$ cat src/rtl/dtsio_pkg.sv
// Shared constants and types for the dual transmitter supervisor logic
package dtsio_pkg;
	// ************************************************************
	// Register offsets
	// ************************************************************
	localparam logic [7:0] OFF_STATUS = 8'h6E;
	localparam logic [7:0] OFF_PART_ID = 8'h86;
	localparam logic [7:0] OFF_SI_VER = 8'h87;
	localparam logic [7:0] OFF_CFG_A = 8'h88;
	localparam logic [7:0] OFF_CFG_B = 8'h89;
	localparam logic [7:0] OFF_FSD_CFG = 8'h8A;
	localparam logic [7:0] OFF_SLV_SEL = 8'h8B;
	localparam logic [7:0] OFF_ALM_EN_A = 8'hF8;
	localparam logic [7:0] OFF_ALM_EN_B = 8'hFC;
	localparam logic [7:0] OFF_OFFSET_BASE = 8'hF8;
	// Arbitrary neutral identity values
	localparam logic [7:0] PART_ID_VAL = 8'h5A;
	localparam logic [7:0] SI_VER_VAL = 8'h01;
	// ************************************************************
	// Status byte fields
	// ************************************************************
	localparam int ST_NRDY = 0;
	localparam int ST_RSOUT = 3;
	localparam int ST_RSIN = 4;
	localparam int ST_GPIN = 5;
	localparam int ST_SDIS_A = 6;
	localparam int ST_SDIS_B = 7;
	// Config A fields
	localparam int CA_RS_INV = 0;
	// Config B fields
	localparam int CB_GO_FORCE = 0;
	localparam int CB_GO_FVAL = 1;
	localparam int CB_GO_INV = 2;
	localparam int CB_FLT_LATCH = 3;
	// Fast shutdown config fields
	localparam int FS_EN_FLT = 0;
	localparam int FS_EN_LOWP = 1;
	// ************************************************************
	// Defaults and widths
	// ************************************************************
	localparam logic [7:0] SLV_DEFAULT = 8'hA2;
	localparam int DAC_W = 10;
	localparam int NCH = 4;
	localparam logic [9:0] DAC_MAX = 10'h3FF;
	localparam int OFFSET_MUL_SH = 2;
	localparam int TEMP_STEP_C = 2;
	// ************************************************************
	// Timing
	// ************************************************************
	localparam int CLK_MHZ = 200;
	localparam int READY_US = 500;
	localparam int READY_CYC = READY_US * CLK_MHZ;
	localparam int RECOV_US = 100;
	localparam int RECOV_CYC = RECOV_US * CLK_MHZ;
	typedef enum logic [3:0] {
		DTS_OFF = 4'h1,
		DTS_RECALL = 4'h2,
		DTS_WAIT = 4'h4,
		DTS_RUN = 4'h8
	} dtsio_pwr_t;
	typedef struct packed {
		logic wr;
		logic rd;
		logic [7:0] addr;
		logic [7:0] wdata;
	} dtsio_bus_t;
	typedef struct packed {
		logic [7:0] addr;
		logic [9:0] fine;
		logic [7:0] coarse;
	} dtsio_lut_t;
endpackage

$ cat src/rtl/dtsio_pdm.sv
// First-order pulse-density modulator for one 10-bit output
`timescale 1ns/1ps
module dtsio_pdm
	import dtsio_pkg::*;
(
	input wire logic clk,
	input wire logic resetn,
	input wire logic [DAC_W-1:0] code,
	output logic bitOut
);
	typedef struct packed {
		logic [DAC_W:0] acc;
		logic out;
	} dtsio_pdm_t;
	dtsio_pdm_t s_q, s_d;
	always_comb begin
		logic [DAC_W:0] sum;
		sum = {1'b0, s_q.acc[DAC_W-1:0]} + {1'b0, code};
		s_d.acc = sum;
		s_d.out = sum[DAC_W];
	end
	always_ff @(posedge clk or negedge resetn) begin
		if (!resetn) begin
			s_q <= '0;
		end else begin
			s_q <= s_d;
		end
	end
	assign bitOut = s_q.out;
endmodule

$ cat src/rtl/dtsio_top.sv
// Supervisory logic: supply sequencing, PDM outputs, digital I/O, fault
`timescale 1ns/1ps
// What this block does
// - Two thresholds; below analog, outputs off.
// - Analog threshold reached: recall settings, enable.
// - Analog lost, digital kept: keep settings.
// - Analog regained: resume without recall.
// - Digital lost: defaults, recall next time.
// - Not-ready flag clears within 500 us.
// - Not-ready flag readable in status byte.
// - Default slave address until recall done.
// - Four 10-bit PDM outputs, manual or lookup.
// - PDM outputs high impedance before init.
// - Fine table plus coarse offset table.
// - Code is fine plus four times coarse.
// - Reload code after each temperature conversion.
// - Input levels readable in status byte.
// - General output with force and invert.
// - Rate-select output from input pin or software bit, invertible.
// - Disable outputs combine faults, pins, shutdown.
// - Disable pulse extended; low alarms held.
// - Low-power alarm no shutdown during extension.
// - Disable outputs high impedance below analog.
// - Fault output gated, latched or not.
// - Fixed identity and version on reads.
// - Disable release reloads present-temperature code.
// - Fast comparators reach shutdown through masks.
module dtsio_top
	import dtsio_pkg::*;
#(
	parameter int READY_CYCLES = READY_CYC,
	parameter int RECOV_CYCLES = RECOV_CYC
)
(
	input wire logic clk,
	input wire logic resetn,
	input wire logic supplyAboveDigital,
	input wire logic supplyAboveAnalog,
	input wire logic recallDone,
	output logic recallReq,
	input wire dtsio_bus_t regBus,
	output logic [7:0] regRdata,
	input wire logic [7:0] nvConfigA,
	input wire logic [7:0] nvConfigB,
	input wire logic [7:0] nvFastCfg,
	input wire logic [7:0] nvSlaveSel,
	input wire logic [7:0] nvAlarmEnA,
	input wire logic [7:0] nvAlarmEnB,
	output logic [7:0] slaveAddress,
	input wire logic tempConvDone,
	input wire logic [NCH-1:0] lutMode,
	input wire logic [NCH*DAC_W-1:0] manualCode,
	input wire logic [NCH*DAC_W-1:0] lutFine,
	input wire logic [NCH*8-1:0] lutCoarse,
	input wire logic [NCH-1:0] offLevelRef,
	output logic [NCH-1:0] pdmOut,
	output logic [NCH-1:0] pdmOe,
	input wire logic generalInput,
	input wire logic rateSelectIn,
	output logic generalOutputOut,
	output logic generalOutputOe,
	output logic rateSelectOutOut,
	output logic rateSelectOutOe,
	input wire logic faultInA,
	input wire logic faultInB,
	input wire logic disableInA,
	input wire logic disableInB,
	input wire logic [1:0] quickTripHigh,
	input wire logic [1:0] lowPowerAlarm,
	input wire logic [1:0] quickTripMask,
	input wire logic [7:0] adcAlarms,
	input wire logic [7:0] adcWarnings,
	output logic [1:0] disableOut,
	output logic [1:0] disableOe,
	output logic [1:0] fastShutdown,
	output logic [1:0] lowAlarmHold,
	output logic transmitFaultOut,
	output logic transmitFaultOe
);
	typedef struct packed {
		dtsio_pwr_t pwr;
		logic recalled;
		logic [31:0] rdyCnt;
		logic notReady;
		logic [7:0] status;
		logic [7:0] cfgA;
		logic [7:0] cfgB;
		logic [7:0] fsCfg;
		logic [7:0] slvSel;
		logic [7:0] almEnA;
		logic [7:0] almEnB;
		logic [1:0][31:0] extCnt;
		logic [1:0] disPrev;
		logic [NCH-1:0][DAC_W-1:0] code;
		logic faultLatch;
		logic [7:0] rdata;
		logic [1:0] dOut;
		logic gOut;
		logic rOut;
		logic tOut;
	} dtsio_state_t;
	dtsio_state_t s_q, s_d;
	logic analogOn;
	logic [1:0] disIn;
	logic [1:0] disEff;
	logic [1:0] extending;
	logic [1:0] fsd;
	logic [NCH-1:0][DAC_W-1:0] lutCode;
	logic [NCH-1:0][DAC_W-1:0] pickCode;
	logic faultRaw;
	assign analogOn = supplyAboveAnalog && (s_q.pwr == DTS_WAIT || s_q.pwr == DTS_RUN);
	assign disIn = {disableInB, disableInA};
	// ************************************************************
	// Lookup code per channel
	// ************************************************************
	genvar gi;
	generate
		for (gi = 0; gi < NCH; gi++) begin : gCh
			logic [DAC_W+1:0] sum;
			assign sum = {2'b00, lutFine[gi*DAC_W +: DAC_W]}
				+ {2'b00, lutCoarse[gi*8 +: 8], 2'b00};
			assign lutCode[gi] = (sum > {2'b00, DAC_MAX}) ? DAC_MAX : sum[DAC_W-1:0];
			assign pickCode[gi] = lutMode[gi] ? lutCode[gi] : manualCode[gi*DAC_W +: DAC_W];
			dtsio_pdm uPdm (
				.clk(clk),
				.resetn(resetn),
				.code(s_q.code[gi]),
				.bitOut(pdmOut[gi])
			);
			assign pdmOe[gi] = analogOn && !s_q.notReady
				&& !(disEff[gi % 2] && !offLevelRef[gi]);
		end
	endgenerate
	// ************************************************************
	// Disable and fast shutdown
	// ************************************************************
	always_comb begin
		for (int c = 0; c < 2; c++) begin
			disEff[c] = disIn[c] || s_q.status[ST_SDIS_A + c];
			extending[c] = (s_q.extCnt[c] != 32'd0);
			// Masked quick trips; low power gated by extension
			fsd[c] = (quickTripHigh[c] && quickTripMask[c])
				|| (lowPowerAlarm[c] && s_q.fsCfg[FS_EN_LOWP] && !extending[c])
				|| ((c == 0 ? faultInA : faultInB) && s_q.fsCfg[FS_EN_FLT]);
		end
	end
	assign faultRaw = |(adcAlarms & s_q.almEnA) || |(adcWarnings & s_q.almEnB)
		|| |quickTripHigh || |lowPowerAlarm || faultInA || faultInB || |disEff;
	// ************************************************************
	// Next state
	// ************************************************************
	always_comb begin
		s_d = s_q;
		recallReq = 1'b0;
		// Power sequencing reset to defaults below digital
		case (s_q.pwr)
			DTS_OFF: begin
				if (supplyAboveAnalog) begin
					s_d.pwr = s_q.recalled ? DTS_WAIT : DTS_RECALL;
				end
			end
			DTS_RECALL: begin
				recallReq = 1'b1;
				if (recallDone) begin
					s_d.cfgA = nvConfigA;
					s_d.cfgB = nvConfigB;
					s_d.fsCfg = nvFastCfg;
					s_d.slvSel = nvSlaveSel;
					s_d.almEnA = nvAlarmEnA;
					s_d.almEnB = nvAlarmEnB;
					s_d.recalled = 1'b1;
					s_d.pwr = DTS_WAIT;
					s_d.rdyCnt = 32'd0;
				end
			end
			DTS_WAIT: begin
				if (s_q.rdyCnt >= 32'(READY_CYCLES - 1)) begin
					s_d.pwr = DTS_RUN;
					s_d.notReady = 1'b0;
				end else begin
					s_d.rdyCnt = s_q.rdyCnt + 32'd1;
				end
			end
			DTS_RUN: ;
			default: s_d.pwr = DTS_OFF;
		endcase
		// Analog lost: keep settings resume without recall
		if (!supplyAboveAnalog && s_q.pwr != DTS_OFF) begin
			s_d.pwr = DTS_OFF;
			s_d.notReady = 1'b1;
			s_d.rdyCnt = 32'd0;
		end
		// Register writes, held off until settings are loaded
		if (regBus.wr && s_q.recalled) begin
			case (regBus.addr)
				OFF_STATUS: begin
					s_d.status[ST_SDIS_B] = regBus.wdata[ST_SDIS_B];
					s_d.status[ST_SDIS_A] = regBus.wdata[ST_SDIS_A];
					s_d.status[ST_RSOUT] = regBus.wdata[ST_RSOUT];
				end
				OFF_CFG_A: s_d.cfgA = regBus.wdata;
				OFF_CFG_B: s_d.cfgB = regBus.wdata;
				OFF_FSD_CFG: s_d.fsCfg = regBus.wdata;
				OFF_SLV_SEL: s_d.slvSel = regBus.wdata;
				OFF_ALM_EN_A: s_d.almEnA = regBus.wdata;
				OFF_ALM_EN_B: s_d.almEnB = regBus.wdata;
				default: ;
			endcase
		end
		s_d.status[ST_GPIN] = generalInput;
		s_d.status[ST_RSIN] = rateSelectIn;
		s_d.status[ST_NRDY] = s_d.notReady;
		for (int c = 0; c < 2; c++) begin
			s_d.disPrev[c] = disEff[c];
			if (disEff[c]) begin
				s_d.extCnt[c] = 32'(RECOV_CYCLES);
			end else if (s_q.extCnt[c] != 32'd0) begin
				s_d.extCnt[c] = s_q.extCnt[c] - 32'd1;
			end
		end
		// Reload on conversion and on disable release
		for (int n = 0; n < NCH; n++) begin
			if (tempConvDone || (s_q.disPrev[n % 2] && !disEff[n % 2]) || !lutMode[n]) begin
				s_d.code[n] = pickCode[n];
			end
			if (disEff[n % 2]) begin
				s_d.code[n] = offLevelRef[n] ? DAC_MAX : '0;
			end
		end
		if (faultRaw) begin
			s_d.faultLatch = 1'b1;
		end else if (!s_q.cfgB[CB_FLT_LATCH] || (regBus.rd && regBus.addr == OFF_STATUS)) begin
			s_d.faultLatch = 1'b0;
		end
		s_d.tOut = s_d.faultLatch;
		// Disable combines pins, software bits, shutdown
		for (int c = 0; c < 2; c++) begin
			s_d.dOut[c] = disEff[c] || fsd[c] || (c == 0 ? faultInA : faultInB);
		end
		s_d.gOut = (s_q.cfgB[CB_GO_FORCE] ? s_q.cfgB[CB_GO_FVAL] : generalInput)
			^ s_q.cfgB[CB_GO_INV];
		s_d.rOut = (s_q.status[ST_RSOUT] | rateSelectIn) ^ s_q.cfgA[CA_RS_INV];
		// Identity reads; shadowed bytes read zero until recalled
		case (regBus.addr)
			OFF_STATUS: s_d.rdata = s_d.status;
			OFF_PART_ID: s_d.rdata = PART_ID_VAL;
			OFF_SI_VER: s_d.rdata = SI_VER_VAL;
			OFF_CFG_A: s_d.rdata = s_q.cfgA;
			OFF_CFG_B: s_d.rdata = s_q.cfgB;
			OFF_FSD_CFG: s_d.rdata = s_q.fsCfg;
			OFF_SLV_SEL: s_d.rdata = s_q.slvSel;
			OFF_ALM_EN_A: s_d.rdata = s_q.almEnA;
			OFF_ALM_EN_B: s_d.rdata = s_q.almEnB;
			default: s_d.rdata = 8'h00;
		endcase
	end
	// ************************************************************
	// Registers
	// ************************************************************
	always_ff @(posedge clk or negedge resetn) begin
		if (!resetn) begin
			s_q <= '0;
			s_q.pwr <= DTS_OFF;
			s_q.notReady <= 1'b1;
			s_q.status <= 8'h01;
		end else if (!supplyAboveDigital) begin
			// Below digital threshold: back to defaults
			s_q <= '0;
			s_q.pwr <= DTS_OFF;
			s_q.notReady <= 1'b1;
			s_q.status <= 8'h01;
		end else begin
			s_q <= s_d;
		end
	end
	// ************************************************************
	// Outputs
	// ************************************************************
	assign regRdata = s_q.rdata;
	assign slaveAddress = s_q.recalled ? s_q.slvSel : SLV_DEFAULT;
	assign fastShutdown = fsd & {2{analogOn}};
	assign lowAlarmHold = extending;
	// Disable outputs float below analog threshold
	assign disableOut = s_q.dOut;
	assign disableOe = {2{analogOn}};
	assign generalOutputOut = 1'b0;
	assign generalOutputOe = analogOn && !s_q.gOut;
	assign rateSelectOutOut = 1'b0;
	assign rateSelectOutOe = analogOn && !s_q.rOut;
	assign transmitFaultOut = 1'b0;
	assign transmitFaultOe = analogOn && s_q.tOut;
endmodule

$ cat config.mk
export PLATFORM = sky130hd
export DESIGN_NAME = dtsio_top
export DESIGN_NICKNAME = d
export VERILOG_FILES = /design/src/rtl/dtsio_pkg.sv /design/src/rtl/dtsio_pdm.sv /design/src/rtl/dtsio_top.sv
export SDC_FILE = /design/constraint.sdc
export NUM_CORES = 1
export LEC_CHECK = 0
export BUFFER_PORTS_ARGS = -buffer_cell sky130_fd_sc_hd__buf_4
export CORE_MARGIN = 3
export CORE_UTILIZATION = 29
export CTS_CLUSTER_DIAMETER = 120
export DETAILED_ROUTE_END_ITERATION = 7
export PLACE_DENSITY = 0.51
export SLEW_MARGIN = 20
export SYNTH_ARGS = -nofsm -noshare
export SYNTH_HDL_FRONTEND = slang
export SYNTH_SLANG_ARGS = --single-unit
$ cat constraint.sdc
create_clock -name clk -period 2.62 [get_ports clk]
set_input_delay 0.262 -clock clk [delete_from_list [all_inputs] [get_ports clk]]
set_output_delay 0.262 -clock clk [all_outputs]
set_load 0.1 [all_outputs]
==> results.sh, run 1 <==
export IMPL_status="complete, but fails checks"
export IMPL_violations="setup timing"
export IMPL_grt_pass1_vias=14100
export IMPL_viasPerCell=5.11
export IMPL_crit_path_end_kind="primary output"
export IMPL_cts_root_buf="clkbuf_16"
export IMPL_fin_nets=2307
export IMPL_critPathLaunchType="flip-flop"
export IMPL_rrSetupSlack_ns=0.12
export IMPL_slew_headroom_pct=41.6
export IMPL_gp_congestion=0.840
export IMPL_syn_avg_cell_area_um2=9.17
export IMPL_remaining_drc_errors=0
export IMPL_grtUsageTotal_pct=17.6
export IMPL_cp_max_fo=3
export IMPL_netlist_area_um2=15100
export IMPL_cp_data_required_time_ns=2.36
export IMPL_final_hold_viol_count=0
export IMPL_layout_commonest_cell="buf_4"
export IMPL_timing_rr_start="s_q[89]$_DFFE_PN0P_"
export IMPL_antenna_found_initial=3
export IMPL_period_share_pct=106
export IMPL_finalInstanceArea_um2=20100
export IMPL_rr_worst_depth=11
export IMPL_htree_levels=1
export IMPL_slew_violations=0
export IMPL_worst_path_buf_inv=1
export IMPL_power_leakage_nw=9.13
export IMPL_stdcell_count=2705
export IMPL_hp_start="nvAlarmEnB[0]"
export IMPL_rows=83
export IMPL_async_flop_share_pct=100
export IMPL_power_density_nw_per_um2=628
export IMPL_fin_skew_ns=0.00857
export IMPL_cts_buffer_depth=3
export IMPL_cts_buffers_inserted=31
export IMPL_synth_top_area_share_pct=41.3
export IMPL_worstSetupPathType="reg -> out"
export IMPL_die_area_um2=55000
export IMPL_ys_seq_area_share_pct=41.7
export IMPL_die_w_um=234
export IMPL_hold_class="in -> reg"
export IMPL_synth_edff_count=0
export IMPL_min_path_cells=3
export IMPL_dr_pass1_iters=5
export IMPL_drv_cap=0
export IMPL_fmax_ghz=0.361
export IMPL_yosysWarnings=0
export IMPL_initial_core_util_pct=29.4
export IMPL_grt_max_degree=61
export IMPL_peakVddDrop_mv=0.465
export IMPL_synthCells=1650
export IMPL_final_cell_mix="buf_4, dfrtp_1, nor2_1"
export IMPL_yosys_area_top_type="dfrtp_1"
export IMPL_synthFlopType="dfrtp_1"
export IMPL_slowest_stage="or4_4"
export IMPL_cts_sinks=252
export IMPL_dp_cells=2550
export IMPL_startpoint="s_q[117]$_DFFE_PN0P_"
export IMPL_grt_pass1_wl_mm=77.3
export IMPL_report_final_setup_viol=3
export IMPL_insertion_delay_ns=0.57
export IMPL_cts_tree="yes"
export IMPL_fillers=5237
export IMPL_grt_remaining_overflow=0
export IMPL_worst_pin_slew_ns=0.871
export IMPL_ys_ff_latch=252
export IMPL_antenna_left=0
export IMPL_wirelength_mm=49.1
export IMPL_route_vias_total=13800
export IMPL_place_area_um2=18000
export IMPL_hpwl_mm=36.0
export IMPL_hold_worst_slack_ns=0.0241
export IMPL_io_buffers=255
export IMPL_syn_to_final_growth_pct=33.0
export IMPL_cts_clk_slew_worst_paths_ns=0.06
export IMPL_fp_dieH_um=234
export IMPL_multi_input_area_um2=8470
export IMPL_path_delay_family="simple AND/OR/NAND/NOR gates"
export IMPL_place_ws_ns=0.0499
export IMPL_detail_route_iter0_violations=948
export IMPL_coreArea_um2=51500
export IMPL_slowest_delay_ns=0.54
export IMPL_timing_rr_end="s_q[104]$_DFFE_PN0P_"
export IMPL_setup_ws_ns=-0.153
export IMPL_ios=259
export IMPL_ys_types=79
export IMPL_cp_cell_sequence="or4_4, nor3_4, and3_4, a31oi_4, nor2_4, buf_12"
export IMPL_rsz0062_at_grt="yes"
export IMPL_wire_per_inst_um=18.1
export IMPL_min_to="s_q[120]$_DFF_PN0_"
export IMPL_synth_area_leaders="dfrtp_1, ha_1, nor2_1"
export IMPL_regArea_um2=6310
export IMPL_drive_above_1_share_pct=24.0
export IMPL_worstPathArrival_ns=2.51
export IMPL_fin_crit_ns=2.77
## worst reg2reg max path: cells and delay by family (launching register included)
| family | cells | cell delay (ns) |
|---|---|---|
| buffers and inverters | 4 | 0.44 |
| AND/OR/NAND/NOR | 5 | 1.26 |
| adder cells (fa/ha/maj) | 1 | 0.13 |
| XOR/XNOR | 1 | 0.16 |
| flip-flops | 1 | 0.38 |
## logic make-up (layout without fill, tap and decap cells)
kind of cell             count (synthesis)  count (layout)  synth area share [%]
buffers and inverters                  143             515                  4.17
flip-flops                             252             252                  41.7
AO/OA/AOI/OAI                          382             382                  17.0
XOR/XNOR                               105             105                  6.08
multiplexers                            28              28                  2.31
adder cells (fa/ha/maj)                 83              83                  7.26
AND/OR/NAND/NOR                        656             656                  21.5
other                                    1               4                0.0248
## power by group
group,internal (mW),switching (mW),total (mW)
sequential,4.40,0.245,4.65
combinational,1.79,2.17,3.96
clock,2.37,1.65,4.02
total,8.56,4.07,12.6
## layout make-up
cell class	count	area share, %
Sequential cell	252	31.4
Timing Repair Buffer	407	16.5
Tap cell	680	4.23
Clock inverter	6	0.149
Clock buffer	47	4.55
Inverter	55	1.04
Antenna cell	1	0.0124
Multi-Input combinational cell	1257	42.1
## metrics by stage
stage	TNS, ns	utilization (%)	total power, mW
floorplan	-5.50	-	7.38
global placement	0	34.9	8.35
detailed placement	0	34.9	8.43
CTS	-0.470	38.6	12.8
global route	-0.594	39.1	13.5
finish	-0.291	39.1	12.6
## Yosys cell counts (all sizes together) (18+ instances only)
cell	count
and2	26
o21ai	110
nor4	29
xor2	47
clkbuf	58
nand3	93
nor2	214
ha	75
a311oi	48
or3	31
xnor2	58
nand2	118
a211oi	26
a21oi	75
dfrtp	250
mux2i	18
buf	30
inv	55
nor3	39
## routing by layer
layer / GRT usage [%] / vias to the layer above / wire (um)
met1: 23.8 / 6692 / 21900
met3: 3.00 / 73 / 2980
met4: 4.41 / 4 / 1310
met2: 29.5 / 409 / 22900
met5: 0 / - / 29
li1: - / 6648 / -
## flip-flops by register name (all words and copies together) (netlist names)
| signal | count |
|---|---|
| disableOut | 2 |
| s_q | 198 |
| regRdata | 8 |
| gCh.uPdm.s_q | 40 |
| gCh.uPdm.bitOut | 4 |
## worst max path at each step
stage	end	slack (ns)	depth (start not counted)
after global routing	fastShutdown[1]	-0.25	6
after detailed placement	s_q[36]$_DFFE_PN0P_	0.05	10
after floorplan	pdmOe[0]	-0.91	4
after global placement	s_q[35]$_DFFE_PN0P_	0.10	10
final	fastShutdown[1]	-0.15	6
after CTS	fastShutdown[0]	-0.20	8
## repair_timing
action,in CTS,in global routing
setup endpoints to repair,8,26
pin swaps,22,14
hold buffers,51,0
hold endpoints to repair,104,0
buffers inserted,31,23
resized for setup,54,18
gates cloned,0,1
Note: power is estimated with default switching activity, not from simulation.
==> run 2, diff against run 1 <==
--- a/config.mk
+++ b/config.mk
@@ -11,6 +11,7 @@
 export CTS_CLUSTER_DIAMETER = 120
 export DETAILED_ROUTE_END_ITERATION = 7
 export PLACE_DENSITY = 0.51
+export SETUP_SLACK_MARGIN = 0.4
 export SLEW_MARGIN = 20
 export SYNTH_ARGS = -nofsm -noshare
 export SYNTH_HDL_FRONTEND = slang
==> run 2 against run 1 <==
Net effect: the run still ends with setup timing left; setup slack better by 0.062 ns; via count rose by 1.4%; first-iteration DRC count down 7.7%; clock skew up 0.0048 ns; fmax increased by 2.3%; register-to-register slack got worse by 0.14 ns; design area up 5.5%; highest routed layer unchanged.
==> results.sh, run 2 (synthesized netlist as in run 1, its figures left out) <==
export IMPL_status="complete, but fails checks"
export IMPL_violations="setup timing"
export IMPL_fin_crit_ns=2.71
export IMPL_cp_data_required_time_ns=2.36
export IMPL_final_hold_viol_count=0
export IMPL_cts_root_buf="clkbuf_16"
export IMPL_worst_pin_slew_ns=0.879
export IMPL_cts_sinks=252
export IMPL_cts_clk_slew_worst_paths_ns=0.07
export IMPL_die_w_um=234
export IMPL_cts_buffer_depth=3
export IMPL_hold_class="in -> reg"
export IMPL_grtUsageTotal_pct=17.9
export IMPL_fp_dieH_um=234
export IMPL_crit_path_end_kind="primary output"
export IMPL_dp_cells=2544
export IMPL_viasPerCell=5.12
export IMPL_final_core_util_pct=41.2
export IMPL_rr_worst_depth=16
export IMPL_detail_route_iter0_violations=875
export IMPL_worstSetupPathType="reg -> out"
export IMPL_clockPowerShare_pct=34.7
export IMPL_fin_nets=2339
export IMPL_drive_above_1_share_pct=28.1
export IMPL_fmax_ghz=0.369
export IMPL_cts_tree="yes"
export IMPL_remaining_drc_errors=0
export IMPL_hold_worst_slack_ns=0.0294
export IMPL_initial_core_util_pct=29.4
export IMPL_route_vias_total=14000
export IMPL_slew_violations=0
export IMPL_hp_start="nvConfigA[0]"
export IMPL_grt_max_degree=66
export IMPL_power_leakage_nw=9.51
export IMPL_p_int_mw=9.19
export IMPL_hpwl_mm=36.2
export IMPL_htree_levels=1
export IMPL_regArea_um2=6320
export IMPL_insertion_delay_ns=0.57
export IMPL_slowest_stage="or4_4"
export IMPL_final_cell_mix="buf_4, dfrtp_1, nor2_1"
export IMPL_cts_buffers_inserted=31
export IMPL_slew_headroom_pct=40.7
export IMPL_report_final_setup_viol=5
export IMPL_rows=83
export IMPL_wire_per_inst_um=18.3
export IMPL_p_sw_mw=4.33
export IMPL_largest_register_ffs=198
export IMPL_layout_commonest_cell="buf_4"
export IMPL_grt_pass1_wl_mm=78.4
export IMPL_drv_cap=0
export IMPL_sw_frac_of_total_pct=32.0
export IMPL_syn_to_final_growth_pct=40.2
export IMPL_coreArea_um2=51500
export IMPL_antenna_cells=0
export IMPL_gp_congestion=0.840
export IMPL_antenna_found_initial=2
export IMPL_period_share_pct=103
export IMPL_grt_remaining_overflow=0
export IMPL_cp_max_fo=6
export IMPL_cp_cell_sequence="or4_4, nor3_2, nand4_1, buf_4, buf_12"
export IMPL_fillers=5066
export IMPL_rrSetupSlack_ns=-0.02
export IMPL_grt_pass1_vias=14300
export IMPL_seq_power_share_pct=34.4
export IMPL_rsz0062_at_grt="yes"
export IMPL_top_register="s_q"
export IMPL_dr_pass1_iters=5
export IMPL_min_to="s_q[160]$_DFF_PN0_"
export IMPL_fin_skew_ns=0.0134
export IMPL_io_buffers=255
export IMPL_die_area_um2=55000
export IMPL_timing_rr_start="s_q[88]$_DFFE_PN0P_"
export IMPL_antenna_left=0
export IMPL_timing_rr_end="s_q[114]$_DFFE_PN0P_"
export IMPL_setup_ws_ns=-0.0916
export IMPL_critPathLaunchType="flip-flop"
export IMPL_power_density_nw_per_um2=637
export IMPL_multi_input_area_um2=8890
export IMPL_p_total_mw=13.5
export IMPL_min_path_cells=3
export IMPL_wirelength_mm=50.1
export IMPL_comb_power_share_pct=30.9
export IMPL_ios=259
export IMPL_slowest_delay_ns=0.55
export IMPL_worstPathArrival_ns=2.45
export IMPL_peakVddDrop_mv=0.551
export IMPL_stdcell_count=2740
## run 2: changes by cell type in the layout (fill, tap and decap cells not counted), moves of 6 or more
cell | before | now
o21ai_0 | 110 | 104
buf_12 | 8 | 20
nor2_1 | 211 | 203
nor2_4 | 3 | 9
a21oi_1 | 75 | 69
a211oi_1 | 26 | 20
buf_6 | 9 | 22
dlygate4sd3_1 | 51 | 59
bufinv_16 | 0 | 6
## run 2: how the worst max path moves through the flow
stage / start / to / slack, ns / depth (start not counted)
after detailed placement: lutFine[2] / s_q[17]$_DFFE_PN0P_ / -0.24 / 10
final: s_q[93]$_DFFE_PN0P_ / lowAlarmHold[1] / -0.09 / 5
after global placement: lutFine[2] / s_q[16]$_DFFE_PN0P_ / -0.11 / 10
after CTS: s_q[88]$_DFFE_PN0P_ / fastShutdown[1] / -0.12 / 8
after global routing: s_q[95]$_DFFE_PN0P_ / lowAlarmHold[1] / -0.22 / 5
after floorplan: s_q[88]$_DFFE_PN0P_ / s_q[97]$_DFFE_PN0P_ / -0.39 / 9
## run 2: stage by stage
step                area (um2)  TNS [ns]  setup slack (ns)
floorplan                15300    -0.593            -0.386
global placement         18000    -0.756            -0.112
detailed placement       18000     -1.56            -0.243
CTS                      20800    -0.333            -0.118
global route             21200     -1.61            -0.215
finish                   21200    -0.203           -0.0916
## run 2: worst max-delay path, delay by kind of cell (launching register included)
family                 cells  cell delay [ns]
buffers and inverters      2             0.35
and+or+nand+nor            3             1.08
DFF                        1             0.45
## run 2: layer usage
metal  vias to the layer above  track usage [%]  wire, um
met5                         -                0        24
met4                         4             4.41      1200
met3                        76             3.06      3080
met2                       422             29.9     23300
met1                      6810             24.2     22500
li1                       6710                -         -
## run 2: timing repair
| item | 4_1_cts | 5_1_grt |
|---|---|---|
| hold endpoints to repair | 150 | 0 |
| endpoints found under the setup margin | 72 | 89 |
| cloned | 1 | 1 |
| resized for setup | 137 | 59 |
| hold buffers | 59 | 0 |
| pin swaps | 58 | 47 |
| setup buffers | 53 | 25 |
## run 2: final cells by class
cell class,count,area share [%]
clock buffer,38,3.97
clock inverter,19,1.29
inverter,55,1.05
multi-input combinational,1257,41.9
sequential,252,29.8
tap,680,4.01
timing repair buffer,439,18.0
## run 2: power by group through the flow
stage	Clock [mW]	Combinational [mW]	Sequential [mW]
after floorplan	0	2.76	4.64
after global placement	0	3.64	4.70
after detailed placement	0	3.71	4.71
after CTS	4.82	4.06	4.65
after global routing	5.00	4.66	4.69
final	4.70	4.18	4.65
